`src/tsp_defines.svh`:
```
// Purpose: Constants of the thermal and shunt protection block.
// Assumes: Byte address is index * 4.
// Notes:   Definitions only; included by bare name.
`ifndef TSP_DEFINES_SVH
`define TSP_DEFINES_SVH

// Register indices (byte address is index * 4)
`define TSP_IDX_SYS_MASK     8'h04
`define TSP_IDX_TEMP_MASK    8'h06
`define TSP_IDX_SHUNT_LIM    8'h07
`define TSP_IDX_MODE         8'h08
`define TSP_IDX_INPUT_MASK   8'h10
`define TSP_IDX_CHECK_PERIOD 8'h11
`define TSP_IDX_THERM_VEC    8'h12
`define TSP_IDX_SHUNT_VEC    8'h13
`define TSP_IDX_IRQ_STATUS   8'h14
`define TSP_IDX_IRQ_MASK     8'h15
`define TSP_IDX_CONTROL      8'h16
`define TSP_IDX_IRETURN      8'h17
`define TSP_IDX_SHUNT_ACC    8'h18

// Thermal trip mask fields
`define TSP_TM_SW_BIT        2
`define TSP_TM_MOTOR_BIT     3
`define TSP_TM_DRIVE_BIT     4
// System event enable mask fields
`define TSP_SM_THERM_BIT     5
`define TSP_SM_SHUNT_BIT     6
// Control register fields
`define TSP_CTL_RUN_BIT      0
`define TSP_CTL_REARM_BIT    1
// Interrupt status fields
`define TSP_IS_THERM_BIT     0
`define TSP_IS_SHUNT_BIT     1
`define TSP_IS_TRIP_BIT      2

// Reset values and stored word revision
`define TSP_SHUNT_LIM_RST    16'h0000
`define TSP_MODE_RST         1'b0
`define TSP_TEMP_MASK_RST    16'h0000
`define TSP_PERIOD_RST       16'h0001
`define TSP_STORED_WORD_REV  16'h0001

// Cycles per ms check unit at 50 MHz
`define TSP_CHECK_UNIT_CYCLES 50000

// Limit 400 = 500 ms of full shunting
`define TSP_SHUNT_LIM_REF    400
`define TSP_SHUNT_REF_MS     500
`define TSP_SHUNT_MEAS_FULL  255
`define TSP_STACK_DEPTH      4

`endif

```
`src/tsp_pkg.sv`:
```
// Purpose: Types shared by the protection block modules.
// Assumes: Constants live in tsp_defines.svh.
// Notes:   One-hot encodings are written out.
package tsp_pkg;

   // Check outcome per source
   typedef enum logic [2:0]
   {
      TSP_DISP_NONE = 3'b001,
      TSP_DISP_TRIP = 3'b010,
      TSP_DISP_IRQ  = 3'b100
   } tsp_disp_e;

   // Bus slave phase
   typedef enum logic [1:0]
   {
      TSP_BUS_IDLE = 2'b01,
      TSP_BUS_DATA = 2'b10
   } tsp_bus_e;

   typedef logic [31:0] tsp_acc_t;

endpackage

```
`src/tsp_sup_if.sv`:
```
// Purpose: Register side to supervisor link.
// Assumes: One clock domain.
// Notes:   tick and over_limit change together.
`timescale 1ns/1ps
interface tsp_sup_if;
   logic [15:0]       period;
   logic [15:0]       limit;
   logic [7:0]        measure;
   logic              tick;
   logic              over_limit;
   tsp_pkg::tsp_acc_t acc;

   modport sup (input period, limit, measure, output tick, over_limit, acc);
   modport ctl (output period, limit, measure, input tick, over_limit, acc);
endinterface

```
`src/tsp_thermal_shunt_protection.sv`:
```
// Purpose: Thermal and shunt protection, mask nesting,
//          AHB-Lite slave.
// Assumes: Sensor inputs synchronous to hclk; stored words stable at reset.
// Notes:   Zero wait states; all responses OKAY.
// How it works
// - Trip mask bit 2 enables trip and event on thermistor switch low.
// - Trip mask bit 3 enables trip and event on motor over-temperature.
// - Trip mask bit 4 enables trip and event on drive over-temperature.
// - No program running: enabled thermal condition cuts power.
// - Running, thermal vector zero: enabled condition still cuts power.
// - Thermal vector nonzero: no trip, system interrupt if event mask bit 5.
// - Conditions checked once per check period, not continuously.
// - At startup trip mask bits 4..2 load from word 5 if word 0 matches revision.
// - Shunt limit resets to zero; zero disables shunt monitoring.
// - Nonzero limit: shunt load monitored at the check rate.
// - Limit 400 means 0.5 s continuous shunting, 8000 means 10 s.
// - Interpreter stopped: shunt load at limit cuts power.
// - Running, shunt vector zero: power cut at the limit.
// - Shunt vector nonzero: system interrupt instead, enabled by mask bit 6.
// - Nesting mode 0 is normal handling and is the value after reset.
// - Mode 1: on interrupt push input and system masks, then clear both.
// - Mode 1 return pops saved masks and ORs in the return arguments.
//
// Register access over AHB-Lite was chosen for this implementation.
`timescale 1ns/1ps
`include "tsp_defines.svh"
module tsp_thermal_shunt_protection #(
   parameter int          UNIT_CYCLES  = `TSP_CHECK_UNIT_CYCLES,
   parameter logic [15:0] FW_REVISION  = `TSP_STORED_WORD_REV   // Arbitrary value
)(
   // Clock and reset
   input wire logic        hclk,
   input wire logic        hresetn,
   // AHB-Lite slave
   input wire logic        hsel,
   input wire logic [31:0] haddr,
   input wire logic [1:0]  htrans,
   input wire logic        hwrite,
   input wire logic [2:0]  hsize,
   input wire logic [31:0] hwdata,
   input wire logic        hready,
   output logic            hreadyout,
   output logic [31:0]     hrdata,
   output logic            hresp,
   // Sensors
   input wire logic        thermistor_switch_input,
   input wire logic        motor_overtemp,
   input wire logic        drive_overtemp,
   input wire logic [7:0]  shunt_load_measure,
   // Stored configuration words
   input wire logic [15:0] stored_word0,
   input wire logic [15:0] stored_word5,
   // Outputs to power stage and program
   output logic            power_stage_enable,
   output logic            sys_interrupt,
   output logic [1:0]      sys_interrupt_cause,
   output logic            irq
);
   tsp_sup_if sup ();

   // Bus state
   tsp_pkg::tsp_bus_e bus_reg;
   tsp_pkg::tsp_bus_e bus_next;
   logic [7:0]        idx_reg;
   logic [7:0]        idx_next;
   logic              wr_reg;
   logic              wr_next;
   logic [31:0]       rdata_reg;
   logic [31:0]       rdata_next;
   // Registers
   logic [15:0]       sys_mask_reg;
   logic [15:0]       sys_mask_next;
   logic [15:0]       in_mask_reg;
   logic [15:0]       in_mask_next;
   logic [15:0]       temp_mask_reg;
   logic [15:0]       temp_mask_next;
   logic [15:0]       limit_reg;
   logic [15:0]       limit_next;
   logic              mode_reg;
   logic              mode_next;
   logic [15:0]       period_reg;
   logic [15:0]       period_next;
   logic [15:0]       tvec_reg;
   logic [15:0]       tvec_next;
   logic [15:0]       svec_reg;
   logic [15:0]       svec_next;
   logic [2:0]        status_reg;
   logic [2:0]        status_next;
   logic [2:0]        imask_reg;
   logic [2:0]        imask_next;
   logic              run_reg;
   logic              run_next;
   logic              power_reg;
   logic              power_next;
   logic              boot_reg;
   logic              boot_next;
   logic              sysint_reg;
   logic              sysint_next;
   logic [1:0]        cause_reg;
   logic [1:0]        cause_next;
   logic              irq_reg;
   logic              irq_next;
   // Mask stack
   logic [31:0]       stack_reg [`TSP_STACK_DEPTH];
   logic [31:0]       stack_next [`TSP_STACK_DEPTH];
   logic [2:0]        sp_reg;
   logic [2:0]        sp_next;

   // Dispatch for both sources
   function automatic tsp_pkg::tsp_disp_e decide(input logic        hit,
                                                 input logic        running,
                                                 input logic [15:0] vector,
                                                 input logic        enable);
      if (!hit)
         decide = tsp_pkg::TSP_DISP_NONE;
      else if (!running || (vector == 16'h0))
         decide = tsp_pkg::TSP_DISP_TRIP;
      else if (enable)
         decide = tsp_pkg::TSP_DISP_IRQ;
      else
         decide = tsp_pkg::TSP_DISP_NONE;
   endfunction

   // Read mux; unmapped addresses read zero
   function automatic logic [31:0] read_word(input logic [7:0] idx);
      case (idx)
         `TSP_IDX_SYS_MASK:     read_word = {16'h0, sys_mask_reg};
         `TSP_IDX_TEMP_MASK:    read_word = {16'h0, temp_mask_reg};
         `TSP_IDX_SHUNT_LIM:    read_word = {16'h0, limit_reg};
         `TSP_IDX_MODE:         read_word = {31'h0, mode_reg};
         `TSP_IDX_INPUT_MASK:   read_word = {16'h0, in_mask_reg};
         `TSP_IDX_CHECK_PERIOD: read_word = {16'h0, period_reg};
         `TSP_IDX_THERM_VEC:    read_word = {16'h0, tvec_reg};
         `TSP_IDX_SHUNT_VEC:    read_word = {16'h0, svec_reg};
         `TSP_IDX_IRQ_STATUS:   read_word = {29'h0, status_reg};
         `TSP_IDX_IRQ_MASK:     read_word = {29'h0, imask_reg};
         `TSP_IDX_CONTROL:      read_word = {29'h0, power_reg, 1'b0, run_reg};
         `TSP_IDX_IRETURN:      read_word = {29'h0, sp_reg};
         `TSP_IDX_SHUNT_ACC:    read_word = sup.acc;
         default:               read_word = 32'h0;
      endcase
   endfunction

   tsp_supervisor #(
      .UNIT_CYCLES (UNIT_CYCLES)
   ) u_sup (
      .hclk    (hclk),
      .hresetn (hresetn),
      .s       (sup.sup)
   );

   assign sup.period  = period_reg;
   assign sup.limit   = limit_reg;
   assign sup.measure = shunt_load_measure;

   // Bus slave: read data fetched in address phase
   always_comb
   begin
      logic take;
      take       = hsel && hready && htrans[1];
      bus_next   = bus_reg;
      idx_next   = idx_reg;
      wr_next    = 1'b0;
      rdata_next = rdata_reg;
      case (bus_reg)
         tsp_pkg::TSP_BUS_IDLE,
         tsp_pkg::TSP_BUS_DATA:
         begin
            if (take)
            begin
               bus_next   = tsp_pkg::TSP_BUS_DATA;
               idx_next   = haddr[9:2];
               wr_next    = hwrite;
               rdata_next = hwrite ? 32'h0 : read_word(haddr[9:2]);
            end
            else
               bus_next = tsp_pkg::TSP_BUS_IDLE;
         end
         default:
            bus_next = tsp_pkg::TSP_BUS_IDLE;
      endcase
   end

   // Protection, register writes, interrupt nesting
   always_comb
   begin
      logic [2:0]          cond;
      logic                therm_hit;
      logic                wr;
      logic                raise;
      logic                pop;
      logic [31:0]         top;
      tsp_pkg::tsp_disp_e  td;
      tsp_pkg::tsp_disp_e  sd;
      raise          = 1'b0;
      cond           = 3'b000;
      therm_hit      = 1'b0;
      td             = tsp_pkg::TSP_DISP_NONE;
      sd             = tsp_pkg::TSP_DISP_NONE;
      top            = 32'h0;
      wr             = wr_reg && (bus_reg == tsp_pkg::TSP_BUS_DATA);
      sys_mask_next  = sys_mask_reg;
      in_mask_next   = in_mask_reg;
      temp_mask_next = temp_mask_reg;
      limit_next     = limit_reg;
      mode_next      = mode_reg;
      period_next    = period_reg;
      tvec_next      = tvec_reg;
      svec_next      = svec_reg;
      imask_next     = imask_reg;
      run_next       = run_reg;
      power_next     = power_reg;
      status_next    = status_reg;
      boot_next      = 1'b1;
      stack_next     = stack_reg;
      sp_next        = sp_reg;
      pop            = 1'b0;

      // Plain register writes
      if (wr)
      begin
         case (idx_reg)
            `TSP_IDX_SYS_MASK:     sys_mask_next  = hwdata[15:0];
            `TSP_IDX_TEMP_MASK:    temp_mask_next = hwdata[15:0];
            `TSP_IDX_SHUNT_LIM:    limit_next     = hwdata[15:0];
            `TSP_IDX_MODE:         mode_next      = hwdata[0];
            `TSP_IDX_INPUT_MASK:   in_mask_next   = hwdata[15:0];
            `TSP_IDX_CHECK_PERIOD: period_next    = hwdata[15:0];
            `TSP_IDX_THERM_VEC:    tvec_next      = hwdata[15:0];
            `TSP_IDX_SHUNT_VEC:    svec_next      = hwdata[15:0];
            `TSP_IDX_IRQ_STATUS:   status_next    = status_reg & ~hwdata[2:0];
            `TSP_IDX_IRQ_MASK:     imask_next     = hwdata[2:0];
            `TSP_IDX_CONTROL:
            begin
               run_next = hwdata[`TSP_CTL_RUN_BIT];
               if (hwdata[`TSP_CTL_REARM_BIT])
                  power_next = 1'b1;
            end
            `TSP_IDX_IRETURN:      pop = mode_reg;
            default:               ;
         endcase
      end

      // Trip mask default, once after reset
      if (!boot_reg && (stored_word0 == FW_REVISION))
         temp_mask_next[4:2] = stored_word5[4:2];

      // Checks act only on the supervision tick
      if (sup.tick)
      begin
         cond[0]   = !thermistor_switch_input && temp_mask_reg[`TSP_TM_SW_BIT];
         cond[1]   = motor_overtemp && temp_mask_reg[`TSP_TM_MOTOR_BIT];
         cond[2]   = drive_overtemp && temp_mask_reg[`TSP_TM_DRIVE_BIT];
         therm_hit = |cond;
         td = decide(therm_hit, run_reg, tvec_reg,
                     sys_mask_reg[`TSP_SM_THERM_BIT]);
         sd = decide(sup.over_limit, run_reg, svec_reg,
                     sys_mask_reg[`TSP_SM_SHUNT_BIT]);
      end

      // Trip wins over a rearm in the same cycle
      if ((td == tsp_pkg::TSP_DISP_TRIP) || (sd == tsp_pkg::TSP_DISP_TRIP))
      begin
         power_next                  = 1'b0;
         status_next[`TSP_IS_TRIP_BIT] = 1'b1;
      end
      // Set wins over a same-cycle clear
      if (therm_hit)
         status_next[`TSP_IS_THERM_BIT] = 1'b1;
      if (sup.over_limit && sup.tick)
         status_next[`TSP_IS_SHUNT_BIT] = 1'b1;

      raise       = (td == tsp_pkg::TSP_DISP_IRQ) || (sd == tsp_pkg::TSP_DISP_IRQ);
      sysint_next = raise;
      cause_next  = {sd == tsp_pkg::TSP_DISP_IRQ, td == tsp_pkg::TSP_DISP_IRQ};

      // Push and clear beats a same-cycle return
      if (raise && mode_reg)
      begin
         if (sp_reg < 3'(`TSP_STACK_DEPTH))
         begin
            stack_next[sp_reg[1:0]] = {sys_mask_reg, in_mask_reg};
            sp_next                 = sp_reg + 3'h1;
         end
         in_mask_next  = 16'h0;
         sys_mask_next = 16'h0;
      end
      else if (pop)
      begin
         if (sp_reg != 3'h0)
         begin
            top     = stack_reg[2'(sp_reg - 3'h1)];
            sp_next = sp_reg - 3'h1;
         end
         in_mask_next  = top[15:0] | hwdata[15:0];
         sys_mask_next = top[31:16] | hwdata[31:16];
      end

      irq_next = |(status_next & imask_next);
   end

   // Bus registers
   always_ff @(posedge hclk or negedge hresetn)
   begin
      if (!hresetn)
      begin
         bus_reg   <= tsp_pkg::TSP_BUS_IDLE;
         idx_reg   <= 8'h00;
         wr_reg    <= 1'b0;
         rdata_reg <= 32'h0;
      end
      else
      begin
         bus_reg   <= bus_next;
         idx_reg   <= idx_next;
         wr_reg    <= wr_next;
         rdata_reg <= rdata_next;
      end
   end

   // Protection and mask registers
   always_ff @(posedge hclk or negedge hresetn)
   begin
      if (!hresetn)
      begin
         sys_mask_reg  <= 16'h0000;
         in_mask_reg   <= 16'h0000;
         temp_mask_reg <= `TSP_TEMP_MASK_RST;
         limit_reg     <= `TSP_SHUNT_LIM_RST;
         mode_reg      <= `TSP_MODE_RST;
         period_reg    <= `TSP_PERIOD_RST;
         tvec_reg      <= 16'h0000;
         svec_reg      <= 16'h0000;
         status_reg    <= 3'h0;
         imask_reg     <= 3'h0;
         run_reg       <= 1'b0;
         power_reg     <= 1'b1;
         boot_reg      <= 1'b0;
         sysint_reg    <= 1'b0;
         cause_reg     <= 2'h0;
         irq_reg       <= 1'b0;
         sp_reg        <= 3'h0;
         for (int i = 0; i < `TSP_STACK_DEPTH; i++)
            stack_reg[i] <= 32'h0;
      end
      else
      begin
         sys_mask_reg  <= sys_mask_next;
         in_mask_reg   <= in_mask_next;
         temp_mask_reg <= temp_mask_next;
         limit_reg     <= limit_next;
         mode_reg      <= mode_next;
         period_reg    <= period_next;
         tvec_reg      <= tvec_next;
         svec_reg      <= svec_next;
         status_reg    <= status_next;
         imask_reg     <= imask_next;
         run_reg       <= run_next;
         power_reg     <= power_next;
         boot_reg      <= boot_next;
         sysint_reg    <= sysint_next;
         cause_reg     <= cause_next;
         irq_reg       <= irq_next;
         sp_reg        <= sp_next;
         stack_reg     <= stack_next;
      end
   end

   // Outputs straight from flip-flops; hreadyout and hresp are constants
   assign hreadyout           = 1'b1;
   assign hresp               = 1'b0;
   assign hrdata              = rdata_reg;
   assign power_stage_enable  = power_reg;
   assign sys_interrupt       = sysint_reg;
   assign sys_interrupt_cause = cause_reg;
   assign irq                 = irq_reg;
endmodule

```
`src/tsp_supervisor.sv`:
```
// Purpose: Supervision tick and shunt load accumulator.
// Assumes: period in ms, measure 255 = full shunting.
// Notes:   Accumulator kept in fine units so the limit scale stays exact.
`timescale 1ns/1ps
`include "tsp_defines.svh"
module tsp_supervisor #(
   parameter int UNIT_CYCLES = `TSP_CHECK_UNIT_CYCLES
)(
   // Clock and reset
   input wire logic   hclk,
   input wire logic   hresetn,
   // Link to the register side
   tsp_sup_if.sup     s
);
   logic [31:0]       unit_reg;
   logic [31:0]       unit_next;
   logic [15:0]       ms_reg;
   logic [15:0]       ms_next;
   logic              tick_reg;
   logic              tick_next;
   logic              over_reg;
   logic              over_next;
   tsp_pkg::tsp_acc_t acc_reg;
   tsp_pkg::tsp_acc_t acc_next;

   // Saturate so a long overload cannot wrap small
   function automatic tsp_pkg::tsp_acc_t sat_add(input tsp_pkg::tsp_acc_t a,
                                                 input tsp_pkg::tsp_acc_t b);
      logic [32:0] sum;
      sum = {1'b0, a} + {1'b0, b};
      sat_add = sum[32] ? 32'hffffffff : sum[31:0];
   endfunction

   // Tick every period ms; load accumulator
   always_comb
   begin
      tsp_pkg::tsp_acc_t step;
      tsp_pkg::tsp_acc_t lim_fine;
      logic [15:0]       per;
      step      = 32'h0;
      lim_fine  = 32'h0;
      per       = (s.period == 16'h0) ? 16'h0001 : s.period;
      unit_next = unit_reg + 32'h1;
      ms_next   = ms_reg;
      tick_next = 1'b0;
      acc_next  = acc_reg;
      over_next = over_reg;
      if (unit_reg >= 32'(UNIT_CYCLES - 1))
      begin
         unit_next = 32'h0;
         ms_next   = ms_reg + 16'h1;
         if (ms_reg >= per - 16'h1)
         begin
            ms_next   = 16'h0;
            tick_next = 1'b1;
         end
      end
      if (tick_next)
      begin
         // Fine units per tick: measure * period * 400 per 500 ms
         step = 32'(s.measure) * 32'(per) * 32'(`TSP_SHUNT_LIM_REF);
         if (s.measure != 8'h0)
            acc_next = sat_add(acc_reg, step);
         else
         begin
            step = 32'(`TSP_SHUNT_MEAS_FULL) * 32'(per) * 32'(`TSP_SHUNT_LIM_REF);
            acc_next = (acc_reg > step) ? acc_reg - step : 32'h0;
         end
         lim_fine  = 32'(s.limit) * 32'(`TSP_SHUNT_MEAS_FULL)
                     * 32'(`TSP_SHUNT_REF_MS);
         // Zero limit switches the monitor off
         over_next = (s.limit != 16'h0) && (acc_next >= lim_fine);
      end
   end

   // State registers
   always_ff @(posedge hclk or negedge hresetn)
   begin
      if (!hresetn)
      begin
         unit_reg <= 32'h0;
         ms_reg   <= 16'h0;
         tick_reg <= 1'b0;
         over_reg <= 1'b0;
         acc_reg  <= 32'h0;
      end
      else
      begin
         unit_reg <= unit_next;
         ms_reg   <= ms_next;
         tick_reg <= tick_next;
         over_reg <= over_next;
         acc_reg  <= acc_next;
      end
   end

   assign s.tick       = tick_reg;
   assign s.over_limit = over_reg;
   assign s.acc        = acc_reg;
endmodule

```
`config.mk`:
```
export PLATFORM = sky130hd
export DESIGN_NAME = tsp_thermal_shunt_protection
export DESIGN_NICKNAME = d
export VERILOG_FILES = /design/src/tsp_pkg.sv /design/src/tsp_sup_if.sv /design/src/tsp_thermal_shunt_protection.sv /design/src/tsp_supervisor.sv
export VERILOG_INCLUDE_DIRS = /design/src
export SDC_FILE = /design/constraint.sdc
export NUM_CORES = 2
export LEC_CHECK = 0
export ABC_AREA = 1
export BUFFER_PORTS_ARGS = -buffer_cell sky130_fd_sc_hd__buf_2
export CORE_MARGIN = 2
export CORE_UTILIZATION = 54
export DETAILED_ROUTE_END_ITERATION = 6
export GPL_TIMING_DRIVEN = 0
export PLACE_DENSITY = 0.74
export SLEW_MARGIN = 20
export SYNTH_ARGS = -nofsm -noshare
export SYNTH_HDL_FRONTEND = slang
export SYNTH_HIERARCHICAL = 1
export SYNTH_SLANG_ARGS = --single-unit
```
`constraint.sdc`:
```
create_clock -name hclk -period 28.2 [get_ports hclk]
set_input_delay 1.41 -clock hclk [delete_from_list [all_inputs] [get_ports hclk]]
set_output_delay 1.41 -clock hclk [all_outputs]
set_load 0.1 [all_outputs]
```
* Word-level counts from Yosys, hierarchy flattened *
Cells that the tools add are included.

word-level totals
  flip-flop bits (word level) = 382
  word-level logic and storage cells = 204
  input bits = 117

cells by class
  reduce and logical (&&, ||, !) cells = 51
  $lt $le $gt $ge = 8
  mux-type cells = 61
  multiply operators = 6
  add/sub/neg operators = 7
  eq/ne operators = 33
  bitwise logic cells = 7

operators by type and width
  cell                                                                 number
  case mux 32 bit (13 select lines)                                    1
  2-to-1 mux 32 bit                                                    12
  2-to-1 mux 16 bit                                                    10
  equality test 8 x 5 -> 1 bit, second input constant                  17
  bitwise mux 128 bit                                                  1
  binary-select mux 32 bit (select 2 bit)                              1
  demux 32 bit (select 2 bit)                                          1
  multiplier 24 x 5 -> 28 bit, second input constant                   2
  2-to-1 mux 3 bit                                                     17
  equality test 8 x 3 -> 1 bit, second input constant                  6
  zero test 16 bit                                                     3
  adder 32 x 32 -> 33 bit                                              1
  adder 32 x 1 -> 32 bit, second input constant                        1
  greater-or-equal comparator 32 x 16 -> 1 bit, second input constant  1
  greater-or-equal comparator 32 bit                                   1
  greater-than comparator 32 bit                                       1
  bitwise OR 16 bit                                                    2
  subtractor 32 bit                                                    1
  multiplier 24 x 7 -> 30 bit, second input constant                   1
  multiplier 16 x 8 -> 24 bit, second input constant                   1
  multiplier 8 x 16 -> 24 bit                                          1
  multiplier 8 x 16 -> 24 bit, first input constant                    1
  AND reduction 2 bit                                                  12
  adder 16 x 1 -> 16 bit, second input constant                        1
  30 further kinds                                                     77

* Logic depth before layout (Yosys ltp) *
  depth after elaboration = 12
  mapped depth = 69
  depth with buffers taken out = 68

* By module *
Netlist, hierarchy kept.

modules (own cells, without submodules)
  module                        cells an instance  times used  area each (µm²)
  tsp_supervisor                3490               1           27112.3
  tsp_thermal_shunt_protection  1947               1           14910.6

* Least setup slack after synthesis *
No wires, ideal clock.

  kind = input-to-reg
  start point = in shunt_load_measure[7]
  end point = reg u_sup.over_reg, in the netlist u_sup/s.over_limit
  stages on the path = 53
  setup time = 0.116 ns
  data arrival time = 10.525 ns
  setup slack = 17.559 ns
  data required time = 28.084 ns
  path through = inv_1 -> clkbuf_1 -> nor2_1 -> fa_1 -> fa_1 -> fa_1 -> inv_1 -> fa_1 -> inv_1 -> ha_1 -> a21oi_1 -> o21ai_0 -> nand2_1 -> o211ai_1 -> a31oi_1 -> inv_1 -> nand2_1 -> nand2_1 -> [... 17 more ...] -> a21oi_1 -> a21boi_0 -> nand2_1 -> a21oi_1 -> nand2_2 -> nor2_4 -> inv_2 -> or2_0 -> and2_1 -> ha_1 -> nand2_1 -> nor2_1 -> a211oi_1 -> o221ai_1 -> a21oi_1 -> nand2_1 -> nand2_1 -> nand2_1

on the way
  word-level cells in the longest chain between the ends = 8
  elaborated cells between the ends (all ways) = 9
  classes of those cells = add/sub: 1; mul: 2; order compare: 1; mux: 3; reduce/logical: 2

ends and longest elaborated chain
  element                               RTL line                            RTL
  start, declared                       tsp_thermal_shunt_protection.sv:49  input wire logic [7:0] shunt_load_measure,
  multiplier 8 x 16 -> 24 bit           tsp_supervisor.sv:61                step = 32'(s.measure) * 32'(per) * 32'(`TSP_SHUNT_LIM_REF);
  multiplier 24 x 5 -> 28 bit           tsp_supervisor.sv:61
  adder 32 x 32 -> 33 bit               tsp_supervisor.sv:30                sum = {1'b0, a} + {1'b0, b};
  2-to-1 mux 32 bit                     tsp_supervisor.sv:31                sat_add = sum[32] ? 32'hffffffff : sum[31:0];
  2-to-1 mux 32 bit *                   tsp_supervisor.sv:62                if (s.measure != 8'h0)
  2-to-1 mux 32 bit *                   tsp_supervisor.sv:58                if (tick_next)
  greater-or-equal comparator 32 bit *  tsp_supervisor.sv:72                over_next = (s.limit != 16'h0) && (acc_next >= lim_fine);
  logical AND 1 bit *                   tsp_supervisor.sv:72
  end signal, assigned                  tsp_supervisor.sv:92                over_reg <= over_next;
  end, declared                         tsp_supervisor.sv:21                logic over_reg;

Mark *: on every way between the ends. The rest lies on a longest branch, timed or not. The select of a mux whose other input is x is not followed.
A chain may end at the register's enable or synchronous reset.

* Worst setup path in the final report *
  start point = reg period_reg[2]
  end point = reg u_sup.over_reg, in the netlist u_sup/s.over_limit

on the way
  word-level cells in the longest chain between the ends = 10
  elaborated cells between the ends (all ways) = 19
  classes of those cells = add/sub: 3; mul: 4; order compare: 3; mux: 7; reduce/logical: 2

ends and longest elaborated chain
  element                                                RTL line                                    RTL
  start, declared                                        tsp_thermal_shunt_protection.sv:81          logic [15:0] period_reg;
  start signal, assigned                                 tsp_thermal_shunt_protection.sv:331         period_reg <= `TSP_PERIOD_RST;
  start signal, assigned                                 tsp_thermal_shunt_protection.sv:353         period_reg <= period_next;
  zero test 16 bit                                       tsp_supervisor.sv:42                        per = (s.period == 16'h0) ? 16'h0001 : s.period;
  2-to-1 mux 16 bit *                                    tsp_supervisor.sv:42
  multiplier 8 x 16 -> 24 bit, on equally long branches  tsp_supervisor.sv:61, tsp_supervisor.sv:66
  multiplier 24 x 5 -> 28 bit, on equally long branches  tsp_supervisor.sv:61, tsp_supervisor.sv:66
  adder 32 x 32 -> 33 bit, or another cell as far along  tsp_supervisor.sv:30
  2-to-1 mux 32 bit, on equally long branches            tsp_supervisor.sv:31, tsp_supervisor.sv:67
  2-to-1 mux 32 bit                                      tsp_supervisor.sv:62
  2-to-1 mux 32 bit                                      tsp_supervisor.sv:58
  greater-or-equal comparator 32 bit                     tsp_supervisor.sv:72
  logical AND 1 bit                                      tsp_supervisor.sv:72

Marked as above.

==> impl_metrics.py <==
metrics = {
    "cts": {
        "cts-hold-fix-buffers": 0,
        "cts_resized": 0,
        "path_clk_slew_ns": 0.07,
        "postCtsSetupBuffers": 0,
        "htreeDepth": 2,
        "clk_path_buf_depth": 3,
        "cts_tree": "done",
        "clockRootBuffer": "clkbuf_16",
        "insertion_delay_ns": 0.58,
        "numCtsBuffers": 41,
        "clkSinkCount": 382,
    },
    "yosys": {
        "synth_top_cell_area_share_pct": 22.6,
        "synth_cells": 5437,
        "synth-seq-cells": 382,
        "yosys-top-cells-count": "1293 x nand2_1, 890 x inv_1, 482 x ha_1",
        "yosysTopAreaCell": "dfrtp_1",
        "ys_warn_count": 6,
        "ys_types": 65,
        "synth.most_common_cell": "nand2_1",
        "synth-edff-count": 0,
        "synthArstFlopShare_pct": 100,
        "ys_seq_area_share_pct": 22.8,
        "syn_area_um2": 42000,
        "avgSynthCellArea_um2": 7.73,
        "ys_dominant_reg_cell": "dfrtp_1",
        "synthTopCellsByArea": "dfrtp_1 23%, fa_1 17%, ha_1 14%, nand2_1 12%, inv_1 7.9%",
    },
    "final_layout": {
        "largest_register_ffs": 128,
        "drive_gt1_share_pct": 6.13,
        "nets": 6558,
        "area.growth.synth_to_final_pct": 8.50,
    },
    "timing": {
        "tns_ns": 0,
        "finalHoldViolCount": 0,
        "fin_worst_skew_ns": 0.0435,
        "setup_viol": 0,
        "fin_crit_sh_pct": 48.2,
        "clock.fmax_mhz": 73.5,
        "rsz0062_at_grt": "false",
        "worst_slew_pin_slew_ns": 1.07,
        "maxSlewViolCount": 0,
        "relSlewSlack_pct": 28.2,
        "layout_min_cycle_time_ns": 13.60,
    },
    "floorplanning": {
        "num_rows": 102,
        "fp.dieArea_um2": 80100,
        "ios": 156,
        "die_y_um": 283,
        "core_um2": 77200,
        "dieWidth_um": 283,
        "start_util_pct": 54.4,
    },
    "place": {
        "place_congestion": 0.961,
        "dp_hpwl_um": 99300,
        "portBuffers": 112,
    },
    "drt": {
        "wire_per_inst_um": 18.3,
        "routed_wirelength_um": 122000,
        "via_count": 37300,
        "dr.pass1.iters": 6,
        "via_per_inst": 5.59,
        "drt-initial-drc-count": 3218,
        "drtAntennaViolNets": 0,
        "drc": 0,
    },
    "flow_run": {
        "cap_violations": 0,
    },
    "critical_path": {
        "cp_common_cell": "nand2_1",
        "endpoint_kind": "flop",
        "critPathMaxStageDelay_ns": 0.62,
        "cp_max_fo": 13,
        "crit_type": "flop to flop",
        "cp_slowest_cell": "dfrtp_1",
        "arrival_ns": 14.07,
        "cp-start-kind": "flop",
        "cp.required_ns": 28.68,
    },
    "global_routing": {
        "grt_use_total_pct": 30.7,
        "antenna_found_initial": 1,
        "grt_max_degree": 95,
        "grt_overflow_total": 0,
        "grt_pass1_wl_um": 197000,
        "first_global_vias": 37300,
    },
    "worst_hold_path": {
        "worstHoldPathType": "flop to flop",
    },
    "outcome": {
        "outcome": "complete, no violations",
    },
}
-- per-stage QoR --
step / instances / hold WS (ns) / utilization [%] / setup slack, ns / area, µm²
after detailed placement: 6609 / 0.459 / 57.1 / 14.86 / 44100
after floorplan: 5453 / 0.433 / - / 17.56 / 42100
final: 6683 / 0.468 / 59.1 / 14.60 / 45600
after CTS: 6681 / 0.470 / 59.0 / 14.82 / 45600
after global routing: 6681 / 0.500 / 59.0 / 13.71 / 45600
after global placement: 6605 / 0.455 / 56.9 / 14.97 / 43900
-- cell usage in the layout (no fill, tap or decap), drive strengths merged, types with 10 or more instances in the layout --
| master | Yosys | routed |
|---|---|---|
| a21boi | 10 | 10 |
| a21o | 15 | 15 |
| a21oi | 266 | 266 |
| a31oi | 14 | 14 |
| buf | 62 | 178 |
| clkbuf | 78 | 125 |
| clkinv | 6 | 20 |
| conb | 3 | 19 |
| dfrtp | 379 | 379 |
| fa | 347 | 347 |
| ha | 482 | 482 |
| inv | 911 | 912 |
| nand2 | 1311 | 1311 |
| nand3 | 262 | 262 |
| nand3b | 23 | 23 |
| nand4 | 59 | 59 |
| nor2 | 366 | 366 |
| nor3 | 52 | 52 |
| nor4 | 15 | 15 |
| o2111ai | 19 | 19 |
| o211ai | 13 | 13 |
| o21ai | 458 | 458 |
| o21bai | 20 | 20 |
| or2 | 14 | 14 |
| xnor2 | 77 | 77 |
| xor2 | 120 | 120 |
-- worst max-delay path: cells and delay by family (launching register included) --
family	cells	cell delay, ns
simple gates	24	3.67
buf+inv	11	1.73
fa+ha+maj	12	4.82
flops	1	0.62
compound gates	12	2.32
xor+xnor	1	0.32
-- cell families (layout without fill, tap and decap cells) --
logic type | Yosys count | count (layout) | share of synthesized area [%]
other | 3 | 21 | 0.0268
AO/OA/AOI/OAI | 852 | 852 | 11.2
flip-flops | 382 | 382 | 22.8
adder cells (fa/ha/maj) | 829 | 829 | 30.9
multiplexers | 1 | 1 | 0.0238
buffers and inverters | 1057 | 1245 | 9.79
XOR/XNOR | 197 | 197 | 4.11
AND/OR/NAND/NOR | 2116 | 2116 | 21.3
-- cell type report --
cell class                      count  area [µm²]
Antenna cell                        2        5.00
Buffer                            140         667
Clock buffer                       47        1120
Clock inverter                     25         403
Fill cell                        7049       31600
Inverter                          917        3450
Multi-Input combinational cell   4014       28400
Sequential cell                   382        9560
Tap cell                         1040        1300
Timing Repair Buffer              116         681
-- worst paths after layout --
| check | startpoint | end | slack [ns] | depth (start not counted) |
|---|---|---|---|---|
| max | period_reg[2] | u_sup/s.over_limit | 14.60 | 60 |
| min | u_sup/unit_reg[0] | u_sup/unit_reg[0] | 0.47 | 1 |
| max reg2reg | period_reg[2] | u_sup/s.over_limit | 14.60 | 60 |
| min reg2reg | u_sup/unit_reg[0] | u_sup/unit_reg[0] | 0.47 | 1 |
| max in group asynchronous | hresetn | u_sup/ms_reg[2] | 25.85 | 4 |
| min in group asynchronous | hresetn | limit_reg[8] | 0.74 | 1 |
-- layer usage --
metal | vias up | share of wire (%) | GRT usage, %
li1 | 17600 | - | -
met1 | 18000 | 43 | 41.5
met2 | 1440 | 46 | 50.7
met3 | 262 | 7.4 | 3.95
met4 | 2 | 4.1 | 11.1
met5 | - | 0.011 | 0
Power is not shown: default switching activity piles up to over one toggle a cycle in this logic, so the estimate is an artifact.
